**src/acr_defs.vh**
```
// constants for the audio channel routing block: offsets, fields, resets
// assumes inclusion by bare name from every design file of the block but the fifo
`ifndef ACR_DEFS_VH
`define ACR_DEFS_VH

// sample and frame geometry
`define ACR_SW 24
`define ACR_NCH 6
`define ACR_CH_W 144
`define ACR_FRAME_W 168
`define ACR_FIFO_DEPTH 16
`define ACR_FIFO_AW 4

// register offsets
`define ACR_ADDR_DOWNMIX 8'h21
`define ACR_ADDR_AM 8'h22
`define ACR_ADDR_OUTPIN 8'h25
`define ACR_ADDR_STATUS 8'h26

// downmix route select fields
`define ACR_DM_SEL_L 12
`define ACR_DM_SEL_R 11
`define ACR_DM_SEL_C5 10
`define ACR_DM_CH6_LO 8
`define ACR_DM_EN_LO 0
`define ACR_DM_RSV_LO 13

// channel-6 source codes
`define ACR_CH6_DIRECT 2'h0
`define ACR_CH6_BASS 2'h1

// am avoidance fields
`define ACR_AM_EN 20
`define ACR_AM_SEQ_LO 18
`define ACR_AM_IF 17
`define ACR_AM_FMT 16
`define ACR_AM_SEQ_BAD 2'h3

// writable bit masks, other bits read zero
`define ACR_DM_MASK 32'h0000ff1f
`define ACR_AM_MASK 32'h001fffff
`define ACR_OUT_MASK 32'h00ffffff

// reset values
`define ACR_DM_RST 32'h00004000
`define ACR_AM_RST 32'h00000000
`define ACR_OUT_RST 32'h00012345

// output pin code of the highest channel
`define ACR_CODE_MAX 4'h5

`endif

```
**src/acr_top.v**
```verilog
// acr_top: register bank and sample routing of the six-channel modulator
// assumes a plain register port, frames of six 24-bit samples plus bass
// Operation
// - select bit puts downmix left on channel 1
// - select bit puts downmix right on channel 2
// - select bit puts left-right average on channel 5
// - two-bit code picks channel 6 source
// - five enables gate inputs into the downmix
// - unused downmix bits never affect routing
// - am enable, sequence and intermediate frequency fields
// - format bit picks bcd or binary frequency
// - bcd thousands bit twelve, hundreds eleven-eight
// - bcd tens and units digits, zero default
// - binary frequency eleven bits, zero default
// - six nibbles map channels to pins
// - channel codes are zero based
// - any channel to any pin, repeats allowed
`default_nettype none
`include "acr_defs.vh"

module acr_top (
	input wire sys_clk,
	input wire rst,
	input wire [7:0] reg_addr,
	input wire [31:0] reg_wdata,
	input wire reg_wr,
	input wire reg_rd,
	output reg [31:0] reg_rdata,
	output reg reg_rvalid,
	input wire in_valid,
	output wire in_ready,
	input wire [`ACR_CH_W-1:0] in_mux_data,
	input wire [`ACR_SW-1:0] in_bass_data,
	output reg out_valid,
	input wire out_ready,
	output reg [`ACR_CH_W-1:0] out_pin_data,
	output reg am_enable,
	output reg [1:0] am_sequence,
	output reg am_if_low,
	output reg am_freq_binary,
	output reg [10:0] am_freq_khz,
	output reg am_freq_valid
);
	// programmed copies, written by software
	reg [31:0] dm_r; // downmix route select
	reg [31:0] am_r; // am avoidance control
	reg [31:0] outpin_r; // output pin route
	// active copies, loaded only between frames
	reg [31:0] act_dm_r; // routing in use
	reg [31:0] act_out_r; // pin mapping in use

	// fifo side
	wire fifo_valid; // a frame waits
	wire fifo_ready; // routing stage takes it
	wire [`ACR_FRAME_W-1:0] fifo_data; // oldest frame
	wire [`ACR_FIFO_AW:0] fifo_level; // frames held
	wire take; // frame routed this cycle

	// routing intermediates
	reg [`ACR_SW-1:0] in_s [0:`ACR_NCH-1]; // input mux samples
	reg [`ACR_SW-1:0] gated [0:4]; // downmix inputs after enables
	reg [25:0] sum_l; // left downmix sum
	reg [25:0] sum_r; // right downmix sum
	reg [`ACR_SW-1:0] dm_left; // downmix left result
	reg [`ACR_SW-1:0] dm_right; // downmix right result
	reg [24:0] sum_lr; // left plus right
	reg [`ACR_SW-1:0] dm_avg; // half of left plus right
	reg [`ACR_CH_W-1:0] chan_data; // internal channels 1..6
	wire [`ACR_CH_W-1:0] pin_data; // pins after mapping

	// am decode intermediates
	reg [10:0] freq_nxt; // decoded kHz value
	reg valid_nxt; // field well formed
	integer i; // sample slot index

	// sign extend a sample to the sum width
	function [25:0] sx;
		input [`ACR_SW-1:0] d;
		begin
			sx = {{2{d[23]}}, d};
		end
	endfunction

	// half a sample, sign extended
	function [25:0] half;
		input [`ACR_SW-1:0] d;
		begin
			half = {{3{d[23]}}, d[23:1]};
		end
	endfunction

	// clip a sum back to a sample
	function [`ACR_SW-1:0] sat;
		input [25:0] s;
		begin
			if (s[25:23] == 3'h0 || s[25:23] == 3'h7)
				sat = s[23:0];
			else if (s[25])
				sat = 24'h800000;
			else
				sat = 24'h7fffff;
		end
	endfunction

	// a bcd digit is at most nine
	function digit_ok;
		input [3:0] d;
		begin
			digit_ok = (d <= 4'h9);
		end
	endfunction

	// frame buffer in front of the routing stage
	acr_fifo #(
		.W(`ACR_FRAME_W),
		.DEPTH(`ACR_FIFO_DEPTH),
		.AW(`ACR_FIFO_AW)
	) u_fifo (
		.sys_clk(sys_clk),
		.rst(rst),
		.in_valid(in_valid),
		.in_ready(in_ready),
		.in_data({in_bass_data, in_mux_data}),
		.out_valid(fifo_valid),
		.out_ready(fifo_ready),
		.out_data(fifo_data),
		.level(fifo_level)
	);

	// stage frees when the output is empty or being drained
	assign fifo_ready = ~out_valid | out_ready;
	assign take = fifo_valid & fifo_ready;

	// split the frame and run the downmix
	always @*
	begin
		for (i = 0; i < `ACR_NCH; i = i + 1)
			in_s[i] = fifo_data[i*`ACR_SW +: `ACR_SW];
		for (i = 0; i < 5; i = i + 1)
			gated[i] = act_dm_r[`ACR_DM_EN_LO + i] ? in_s[i] : {`ACR_SW{1'b0}};
		// inputs 1 and 2 are the fronts, 3 the centre, 4 and 5 the surrounds
		sum_l = sx(gated[0]) + half(gated[2]) + half(gated[3]);
		sum_r = sx(gated[1]) + half(gated[2]) + half(gated[4]);
		dm_left = sat(sum_l);
		dm_right = sat(sum_r);
		sum_lr = {dm_left[23], dm_left} + {dm_right[23], dm_right};
		dm_avg = sum_lr[24:1];
	end

	// internal channel sources; bits 31..16 and 7..5 are never looked at
	always @*
	begin
		chan_data = {`ACR_CH_W{1'b0}};
		if (act_dm_r[`ACR_DM_SEL_L])
			chan_data[0 +: `ACR_SW] = dm_left;
		else
			chan_data[0 +: `ACR_SW] = in_s[0];
		if (act_dm_r[`ACR_DM_SEL_R])
			chan_data[24 +: `ACR_SW] = dm_right;
		else
			chan_data[24 +: `ACR_SW] = in_s[1];
		chan_data[48 +: `ACR_SW] = in_s[2];
		chan_data[72 +: `ACR_SW] = in_s[3];
		if (act_dm_r[`ACR_DM_SEL_C5])
			chan_data[96 +: `ACR_SW] = dm_avg;
		else
			chan_data[96 +: `ACR_SW] = in_s[4];
		case (act_dm_r[`ACR_DM_CH6_LO +: 2])
			`ACR_CH6_DIRECT: chan_data[120 +: `ACR_SW] = in_s[5];
			`ACR_CH6_BASS: chan_data[120 +: `ACR_SW] = fifo_data[144 +: `ACR_SW];
			default: chan_data[120 +: `ACR_SW] = dm_avg;
		endcase
	end

	// channel to pin mapping
	acr_pin_mux u_pin_mux (
		.chan_data(chan_data),
		.pin_sel(act_out_r[23:0]),
		.pin_data(pin_data)
	);

	// tuned frequency decode in either format
	always @*
	begin
		freq_nxt = 11'h000;
		valid_nxt = 1'b0;
		if (am_r[`ACR_AM_FMT])
		begin
			freq_nxt = am_r[10:0];
			valid_nxt = (am_r[15:11] == 5'h00);
		end
		else
		begin
			freq_nxt = {10'h000, am_r[12]} * 11'd1000
				+ {7'h00, am_r[11:8]} * 11'd100
				+ {7'h00, am_r[7:4]} * 11'd10
				+ {7'h00, am_r[3:0]};
			valid_nxt = (am_r[15:13] == 3'h0) & digit_ok(am_r[11:8])
				& digit_ok(am_r[7:4]) & digit_ok(am_r[3:0]);
		end
		if (am_r[`ACR_AM_SEQ_LO +: 2] == `ACR_AM_SEQ_BAD)
			valid_nxt = 1'b0;
	end

	// software writes; reserved pattern bits 15..13 are kept as written
	always @(posedge sys_clk)
	begin
		if (rst)
		begin
			dm_r <= `ACR_DM_RST;
			am_r <= `ACR_AM_RST;
			outpin_r <= `ACR_OUT_RST;
		end
		else if (reg_wr)
		begin
			case (reg_addr)
				`ACR_ADDR_DOWNMIX: dm_r <= reg_wdata & `ACR_DM_MASK;
				`ACR_ADDR_AM: am_r <= reg_wdata & `ACR_AM_MASK;
				`ACR_ADDR_OUTPIN: outpin_r <= reg_wdata & `ACR_OUT_MASK;
				default: ;
			endcase
		end
	end

	// register reads, one cycle later with a valid pulse
	always @(posedge sys_clk)
	begin
		if (rst)
		begin
			reg_rdata <= 32'h00000000;
			reg_rvalid <= 1'b0;
		end
		else
		begin
			reg_rvalid <= reg_rd;
			if (reg_rd)
			begin
				case (reg_addr)
					`ACR_ADDR_DOWNMIX: reg_rdata <= dm_r;
					`ACR_ADDR_AM: reg_rdata <= am_r;
					`ACR_ADDR_OUTPIN: reg_rdata <= outpin_r;
					`ACR_ADDR_STATUS: reg_rdata <= {23'h000000, fifo_level,
						1'b0, am_freq_valid, 1'b0,
						(act_dm_r != dm_r) | (act_out_r != outpin_r)};
					default: reg_rdata <= 32'h00000000;
				endcase
			end
		end
	end

	// active routing reloads when a frame is taken or the fifo is empty, not while a frame waits
	always @(posedge sys_clk)
	begin
		if (rst)
		begin
			act_dm_r <= `ACR_DM_RST;
			act_out_r <= `ACR_OUT_RST;
		end
		else if (take | ~fifo_valid)
		begin
			act_dm_r <= dm_r;
			act_out_r <= outpin_r;
		end
	end

	// output frame register, whole frame moves at once
	always @(posedge sys_clk)
	begin
		if (rst)
		begin
			out_valid <= 1'b0;
			out_pin_data <= {`ACR_CH_W{1'b0}};
		end
		else
		begin
			if (take)
			begin
				out_valid <= 1'b1;
				out_pin_data <= pin_data;
			end
			else if (out_ready)
				out_valid <= 1'b0;
		end
	end

	// am controls to the modulator
	always @(posedge sys_clk)
	begin
		if (rst)
		begin
			am_enable <= 1'b0;
			am_sequence <= 2'h0;
			am_if_low <= 1'b0;
			am_freq_binary <= 1'b0;
			am_freq_khz <= 11'h000;
			am_freq_valid <= 1'b0;
		end
		else
		begin
			am_enable <= am_r[`ACR_AM_EN];
			am_sequence <= am_r[`ACR_AM_SEQ_LO +: 2];
			am_if_low <= am_r[`ACR_AM_IF];
			am_freq_binary <= am_r[`ACR_AM_FMT];
			am_freq_khz <= freq_nxt;
			am_freq_valid <= valid_nxt;
		end
	end
endmodule

`default_nettype wire

```
**src/acr_fifo.v**
```verilog
// acr_fifo: synchronous frame fifo with valid and ready on both sides
// assumes one clock, synchronous active-high reset, depth a power of two
`default_nettype none

module acr_fifo #(
	parameter integer W = 168,
	parameter integer DEPTH = 16,
	parameter integer AW = 4
) (
	input wire sys_clk,
	input wire rst,
	input wire in_valid,
	output reg in_ready,
	input wire [W-1:0] in_data,
	output reg out_valid,
	input wire out_ready,
	output wire [W-1:0] out_data,
	output reg [AW:0] level
);
	localparam [AW:0] FULL_CNT = DEPTH[AW:0]; // full level
	localparam [AW:0] ONE = {{AW{1'b0}}, 1'b1}; // unit step

	reg [W-1:0] mem_r [0:DEPTH-1]; // frame storage
	reg [AW-1:0] wr_ptr_r; // next write slot
	reg [AW-1:0] rd_ptr_r; // oldest frame
	wire push; // frame accepted
	wire pop; // frame drained
	reg [AW:0] level_nxt; // next fill level

	assign push = in_valid & in_ready;
	assign pop = out_valid & out_ready;
	assign out_data = mem_r[rd_ptr_r];

	// next fill level
	always @*
	begin
		level_nxt = level;
		if (push & ~pop)
			level_nxt = level + ONE;
		else if (pop & ~push)
			level_nxt = level - ONE;
	end

	// storage write, no reset needed for data
	always @(posedge sys_clk)
	begin
		if (push)
			mem_r[wr_ptr_r] <= in_data;
	end

	// pointers and registered full and empty flags
	always @(posedge sys_clk)
	begin
		if (rst)
		begin
			wr_ptr_r <= {AW{1'b0}};
			rd_ptr_r <= {AW{1'b0}};
			level <= {(AW+1){1'b0}};
			in_ready <= 1'b0;
			out_valid <= 1'b0;
		end
		else
		begin
			if (push)
				wr_ptr_r <= wr_ptr_r + ONE[AW-1:0];
			if (pop)
				rd_ptr_r <= rd_ptr_r + ONE[AW-1:0];
			level <= level_nxt;
			in_ready <= (level_nxt != FULL_CNT);
			out_valid <= (level_nxt != {(AW+1){1'b0}});
		end
	end
endmodule

`default_nettype wire

```
**src/acr_pin_mux.v**
```verilog
// acr_pin_mux: maps six internal channels onto six output pins
// assumes packed buses, channel 1 and pin 1 in the lowest sample slot
`default_nettype none
`include "acr_defs.vh"

module acr_pin_mux (
	input wire [`ACR_CH_W-1:0] chan_data,
	input wire [23:0] pin_sel,
	output wire [`ACR_CH_W-1:0] pin_data
);
	// one channel picked by its zero-based code, silence for unused codes
	function [`ACR_SW-1:0] pick;
		input [`ACR_CH_W-1:0] d;
		input [3:0] code;
		begin
			case (code)
				4'h0: pick = d[0 +: `ACR_SW];
				4'h1: pick = d[24 +: `ACR_SW];
				4'h2: pick = d[48 +: `ACR_SW];
				4'h3: pick = d[72 +: `ACR_SW];
				4'h4: pick = d[96 +: `ACR_SW];
				4'h5: pick = d[120 +: `ACR_SW];
				default: pick = {`ACR_SW{1'b0}};
			endcase
		end
	endfunction

	// pin 1 field sits at the top nibble, pin 6 at the bottom
	genvar p;
	generate
		for (p = 0; p < `ACR_NCH; p = p + 1)
		begin : g_pin
			assign pin_data[p*`ACR_SW +: `ACR_SW] =
				pick(chan_data, pin_sel[20-4*p +: 4]);
		end
	endgenerate
endmodule

`default_nettype wire

```
**config.mk**
```make
export PLATFORM = sky130hd
export DESIGN_NAME = acr_top
export DESIGN_NICKNAME = d
export VERILOG_FILES = /design/src/acr_top.v /design/src/acr_fifo.v /design/src/acr_pin_mux.v
export VERILOG_INCLUDE_DIRS = /design/src
export SDC_FILE = /design/constraint.sdc
export NUM_CORES = 2
export LEC_CHECK = 0
export ABC_AREA = 1
export BUFFER_PORTS_ARGS = -buffer_cell sky130_fd_sc_hd__buf_2
export CORE_UTILIZATION = 45
export CTS_CLUSTER_SIZE = 12
export DETAILED_ROUTE_END_ITERATION = 16
export HOLD_SLACK_MARGIN = 0.08
export PLACE_DENSITY_LB_ADDON = 0.15
export SLEW_MARGIN = 20
export SYNTH_ARGS = -nofsm -noshare
export SYNTH_HDL_FRONTEND = slang
export SYNTH_HIERARCHICAL = 1
export SYNTH_SLANG_ARGS = --single-unit
```
**constraint.sdc**
```tcl
create_clock -name sys_clk -period 20.6 [get_ports sys_clk]
set_clock_uncertainty 0.1 [all_clocks]
set_input_delay 0 -clock sys_clk [delete_from_list [all_inputs] [get_ports sys_clk]]
set_output_delay 0 -clock sys_clk [all_outputs]
set_load 0.01 [all_outputs]
```
==> results.md <==
Die:
- In this run the standard cell core region covers 292000 um^2.
- The floorplan row count is 198.
- Measured along the y axis, the die boundary spans 545 um.
- The floorplan die width is ~540 um.
- During I/O placement, the number of pins put on the boundary was 410.
- The starting density of the core is a little under half.
- The area enclosed by the die boundary is 297000 um^2.

Yosys:
- Synthesis produced 12400 cells.
- The top cell type by area accounts for 60.9% of the synthesized area.
- The sequential cell area fraction in the yosys report is about two thirds.
- By area the synthesized netlist is led by sky130_fd_sc_hd__edfxtp_1, sky130_fd_sc_hd__o21ai_0, sky130_fd_sc_hd__nor2_1.
- Among all flip-flop cells after synthesis, the most frequent one is sky130_fd_sc_hd__edfxtp_1.
- The total of warnings raised by yosys is 6.
- For this run, asynchronously set or reset flops after synthesis account for 0%.
- The most frequent cell after synthesis is sky130_fd_sc_hd__edfxtp_1.
- The cell type with the largest total area after synthesis is sky130_fd_sc_hd__edfxtp_1.
- The synthesized area divided by synthesized cell count is around 11 um^2.
- Counting instances in the post-synthesis netlist gives the leading cell types as sky130_fd_sc_hd__edfxtp_1, sky130_fd_sc_hd__nor2_1, sky130_fd_sc_hd__o21ai_0.
- The number of different library cells in the post-synthesis netlist is 53.
- The synthesized area is 132000 um^2.
- Counting flops and latches in the post-synthesis netlist gives 2989.
- Counting flops with a built-in enable in the synthesized netlist gives roughly 2700.

Final layout:
- After filler insertion, the fill cell instance count of the layout stands at 25600.
- From synthesis to final layout, the design area changed by 14.4%.
- Once layout is complete, the utilization of the core stands at 51.9%.
- The share of cells above drive strength 1 is approximately 8.5%.
- The final layout contains roughly 13000 nets.

Min path:
- The startpoint of the lowest-slack hold path is rst.
- For hold timing, the worst endpoint is u_fifo/level[0]$_SDFF_PP0_.
- The min-delay analysis places its worst path in the category primary input to flop.
- Along the worst hold path, the cell count comes to 4.

Power:
- The cell leakage power is 0.0556 uW.
- The worst voltage drop across the vdd grid is approximately 0.00014 V.
- The areal power density over the cells is 128 nW/um^2.

Route:
- The final routed DRC violation total is 0.
- The number of nets still failing antenna checks after routing is 0.
- The number of DRC markers in iteration 0 is 12800.
- The aggregate routed wire length is approximately 450 mm.
- The via-per-instance ratio is 5.94.
- After detailed routing, the average wire length per cell comes to 26.4 um.
- The number of detailed-routing iterations run before antenna repair is 6.
- For this block, the via count after detailed routing is between 100k and 150k.

Worst setup path:
- STA puts the critical path data required time at 21.37 ns.
- For flop-to-flop paths, the worst setup slack is 8.77 ns.
- The nature of the critical path endpoint is a flop.
- For this design, the slowest cell found on the critical path is sky130_fd_sc_hd__buf_4.
- The kind of cell adding the most delay to the critical path is simple AND/OR/NAND/NOR gates.
- Counting cells, the worst reg-to-reg path comes to 44.
- The worst path arrival time is 12.60 ns.
- The maximum fanout encountered on the critical timing path is 126.
- The reg-to-reg endpoint is out_pin_data[43]$_SDFFE_PP0P_.
- The path type of the worst setup path is flop to flop.
- The most used cell along the critical path is sky130_fd_sc_hd__nand2_1.
- The buffers plus inverters on the worst setup path is 7.
- The longest individual stage delay on the worst path is 0.82 ns.
- The sort of element at the start of the critical path is a flop.

Clock network:
- The H-tree generated during clock tree synthesis spans 5 levels.
- The clock drives about 3000 sinks.
- At the later pin of the worst-skew pair, clock insertion delay measures 0.91 ns.
- The clock-pin slew on the worst setup and hold paths is 0.06 ns.
- The number of buffers added by the clock tree synthesis step is 320.
- TritonCTS built the clock tree.
- After clock tree synthesis, the setup repair step added 0 buffers.
- The largest buffer count on any clock path is 4.
- Clock tree synthesis selected as its root buffer the cell sky130_fd_sc_hd__clkbuf_16.

Global route:
- The first global-routing pass estimated approximately 640 mm of wire.
- The total global routing overflow is 0.
- Entering global routing, the biggest net connects 208 pins.
- The initial antenna violation count is 68.
- In the global route stage, overall resource usage came out at between 20% and 30%.
- The number of global-route vias before repair is 94400.

STA:
- Dividing the final minimum period by the clock period gives 57.4%.
- Setup repair after global routing left no endpoint under its margin.
- Measured against its own limit, the worst slew margin works out to between 10 and 15%.
- The number of hold violations in the final report is 0.
- The final critical delay including setup and external delays is 11.83 ns.
- The actual slew at the worst max-slew pin is 1.34 ns.
- The final setup violation count is 0.
- The final-report max-slew violation count is 0.
- The achievable frequency is 0.0845 GHz.
- The aggregate negative setup slack is 0 ns.

Placement:
- The HPWL after detailed placement is about 260 mm.
- The number of port buffers is 393.
- Routability-driven placement finished with a final weighted congestion of 0.979.

Status:
- The run finished with clean final reports.

Flow run:
- Across the run, the number of max-cap violations was 0.
where the power goes:
part	internal, uW	switching, uW
clock	3060	2330
sequential	6910	161
combinational	1680	5280
total	11700	7770
state kept, by name, indices dropped and copies added (netlist names), 2 cells and up, named ones only:
signal / count
act_dm_r: 13
am_freq_khz: 11
u_fifo/rd_ptr_r: 4
reg_rdata: 24
u_fifo/level: 5
u_fifo/wr_ptr_r: 4
am_r: 21
dm_r: 13
am_sequence: 2
outpin_r: 24
act_out_r: 24
out_pin_data: 144
u_fifo/mem_r: 2688
stage by stage:
| step | instances | power (uW) | hold slack, ns | setup slack, ns | cell area, um^2 |
|---|---|---|---|---|---|
| 5_1_grt | 17000 | 20200 | 0.174 | 8.25 | 152000 |
| 3_3_place_gp | 16000 | 13700 | 0.164 | 9.37 | 138000 |
| 3_5_place_dp | 16000 | 13900 | 0.169 | 9.22 | 138000 |
| 4_1_cts | 17000 | 19300 | 0.0977 | 9.24 | 152000 |
| 6_report | 17000 | 19400 | 0.165 | 8.77 | 152000 |
| 2_1_floorplan | 12400 | 11000 | -0.00113 | 12.01 | 133000 |
layer usage:
layer / share of wire [%] / routed length [um] / up-vias / GRT usage (%)
met5: 0.097 / 437 / - / 0
met4: 3.9 / 17400 / 68 / 11.0
met3: 9.6 / 43400 / 907 / 6.00
met2: 45 / 204000 / 5032 / 46.2
met1: 41 / 186000 / 50100 / 40.9
li1: - / - / 45100 / -
cells in the final DEF, fill, tap and decap left out, types with 10 or more instances in the layout:
cell type	netlist	layout
sky130_fd_sc_hd__diode_2	0	17
sky130_fd_sc_hd__dfxtp_1	301	297
sky130_fd_sc_hd__fa_1	60	60
sky130_fd_sc_hd__buf_4	61	169
sky130_fd_sc_hd__nor3_1	11	11
sky130_fd_sc_hd__inv_1	542	540
sky130_fd_sc_hd__inv_2	25	23
sky130_fd_sc_hd__o21bai_1	10	10
sky130_fd_sc_hd__buf_2	228	393
sky130_fd_sc_hd__o21ai_2	3	10
sky130_fd_sc_hd__nor2_4	2	46
sky130_fd_sc_hd__buf_12	0	22
sky130_fd_sc_hd__nand2_1	1612	1610
sky130_fd_sc_hd__xor2_1	37	37
sky130_fd_sc_hd__clkbuf_16	0	329
sky130_fd_sc_hd__xnor2_1	50	50
sky130_fd_sc_hd__clkinv_1	3	58
sky130_fd_sc_hd__clkinv_2	0	27
sky130_fd_sc_hd__a21oi_1	210	210
sky130_fd_sc_hd__o21ai_0	1653	1635
sky130_fd_sc_hd__edfxtp_1	2688	2688
sky130_fd_sc_hd__ha_1	113	113
sky130_fd_sc_hd__o22ai_1	173	173
sky130_fd_sc_hd__o221ai_1	320	320
sky130_fd_sc_hd__dlygate4sd3_1	0	431
sky130_fd_sc_hd__nand4_1	11	11
sky130_fd_sc_hd__nand2_2	18	19
sky130_fd_sc_hd__o21ai_1	92	103
sky130_fd_sc_hd__nand3_1	1190	1190
sky130_fd_sc_hd__clkbuf_1	517	89
sky130_fd_sc_hd__a31oi_1	18	18
sky130_fd_sc_hd__o211ai_1	220	220
sky130_fd_sc_hd__nor2_1	2118	2094
kinds of logic (layout without fill, tap and decap cells):
logic type / count (synthesis) / after routing / synth area share (%)
AOI/OAI and AO/OA: 2721 / 2721 / 11.9
xor gates and xnor gates: 87 / 87 / 0.575
adders and majority gates: 173 / 173 / 1.97
buffers and inverters: 1441 / 2130 / 4.57
DFF: 2989 / 2989 / 65.5
other: 1 / 25 / 0.00283
and+or+nand+nor: 5016 / 5016 / 15.5
worst max path at each step:
stage / slack, ns / start / end / depth (start not counted)
final: 8.77 / flop / out_pin_data[43]$_SDFFE_PP0P_ / 44
after global routing: 8.25 / flop / out_pin_data[117]$_SDFFE_PP0P_ / 49
after CTS: 9.24 / flop / out_pin_data[23]$_SDFFE_PP0P_ / 48
after detailed placement: 9.22 / flop / out_pin_data[23]$_SDFFE_PP0P_ / 48
after global placement: 9.37 / flop / out_pin_data[23]$_SDFFE_PP0P_ / 47
after floorplan: 12.01 / u_fifo/in_ready$_SDFF_PP0_ / u_fifo/mem_r[0][0]$_DFFE_PP_ / 4
timing repair:
| action | in CTS | in global routing |
|---|---|---|
| hold buffers | 431 | 0 |
| resized for setup | 0 | 0 |
| endpoints found under the hold margin | 2867 | 0 |
cell type report:
type / instances / area [um^2] / area share, %
flip-flops and latches: 2989 / 86800 / 57.2
repair buffers: 1016 / 8000 / 5.28
clock inverters: 116 / 995 / 0.656
clock buffers: 428 / 8680 / 5.73
diodes: 17 / 42.5 / 0.0281
well taps: 3900 / 4880 / 3.22
multi-input cells: 8005 / 40000 / 26.4
inverters: 570 / 2170 / 1.43
worst register-to-register path: cells and delay by family (launching register included):
kind	cells	cell delay [ns]
flip-flops	1	0.55
AND/OR/NAND/NOR	22	3.20
buffers and inverters	7	3.32
adder cells (fa/ha/maj)	3	1.26
XOR/XNOR	1	0.18
AO/OA/AOI/OAI	11	3.16
(Power assumes the default switching activity.)
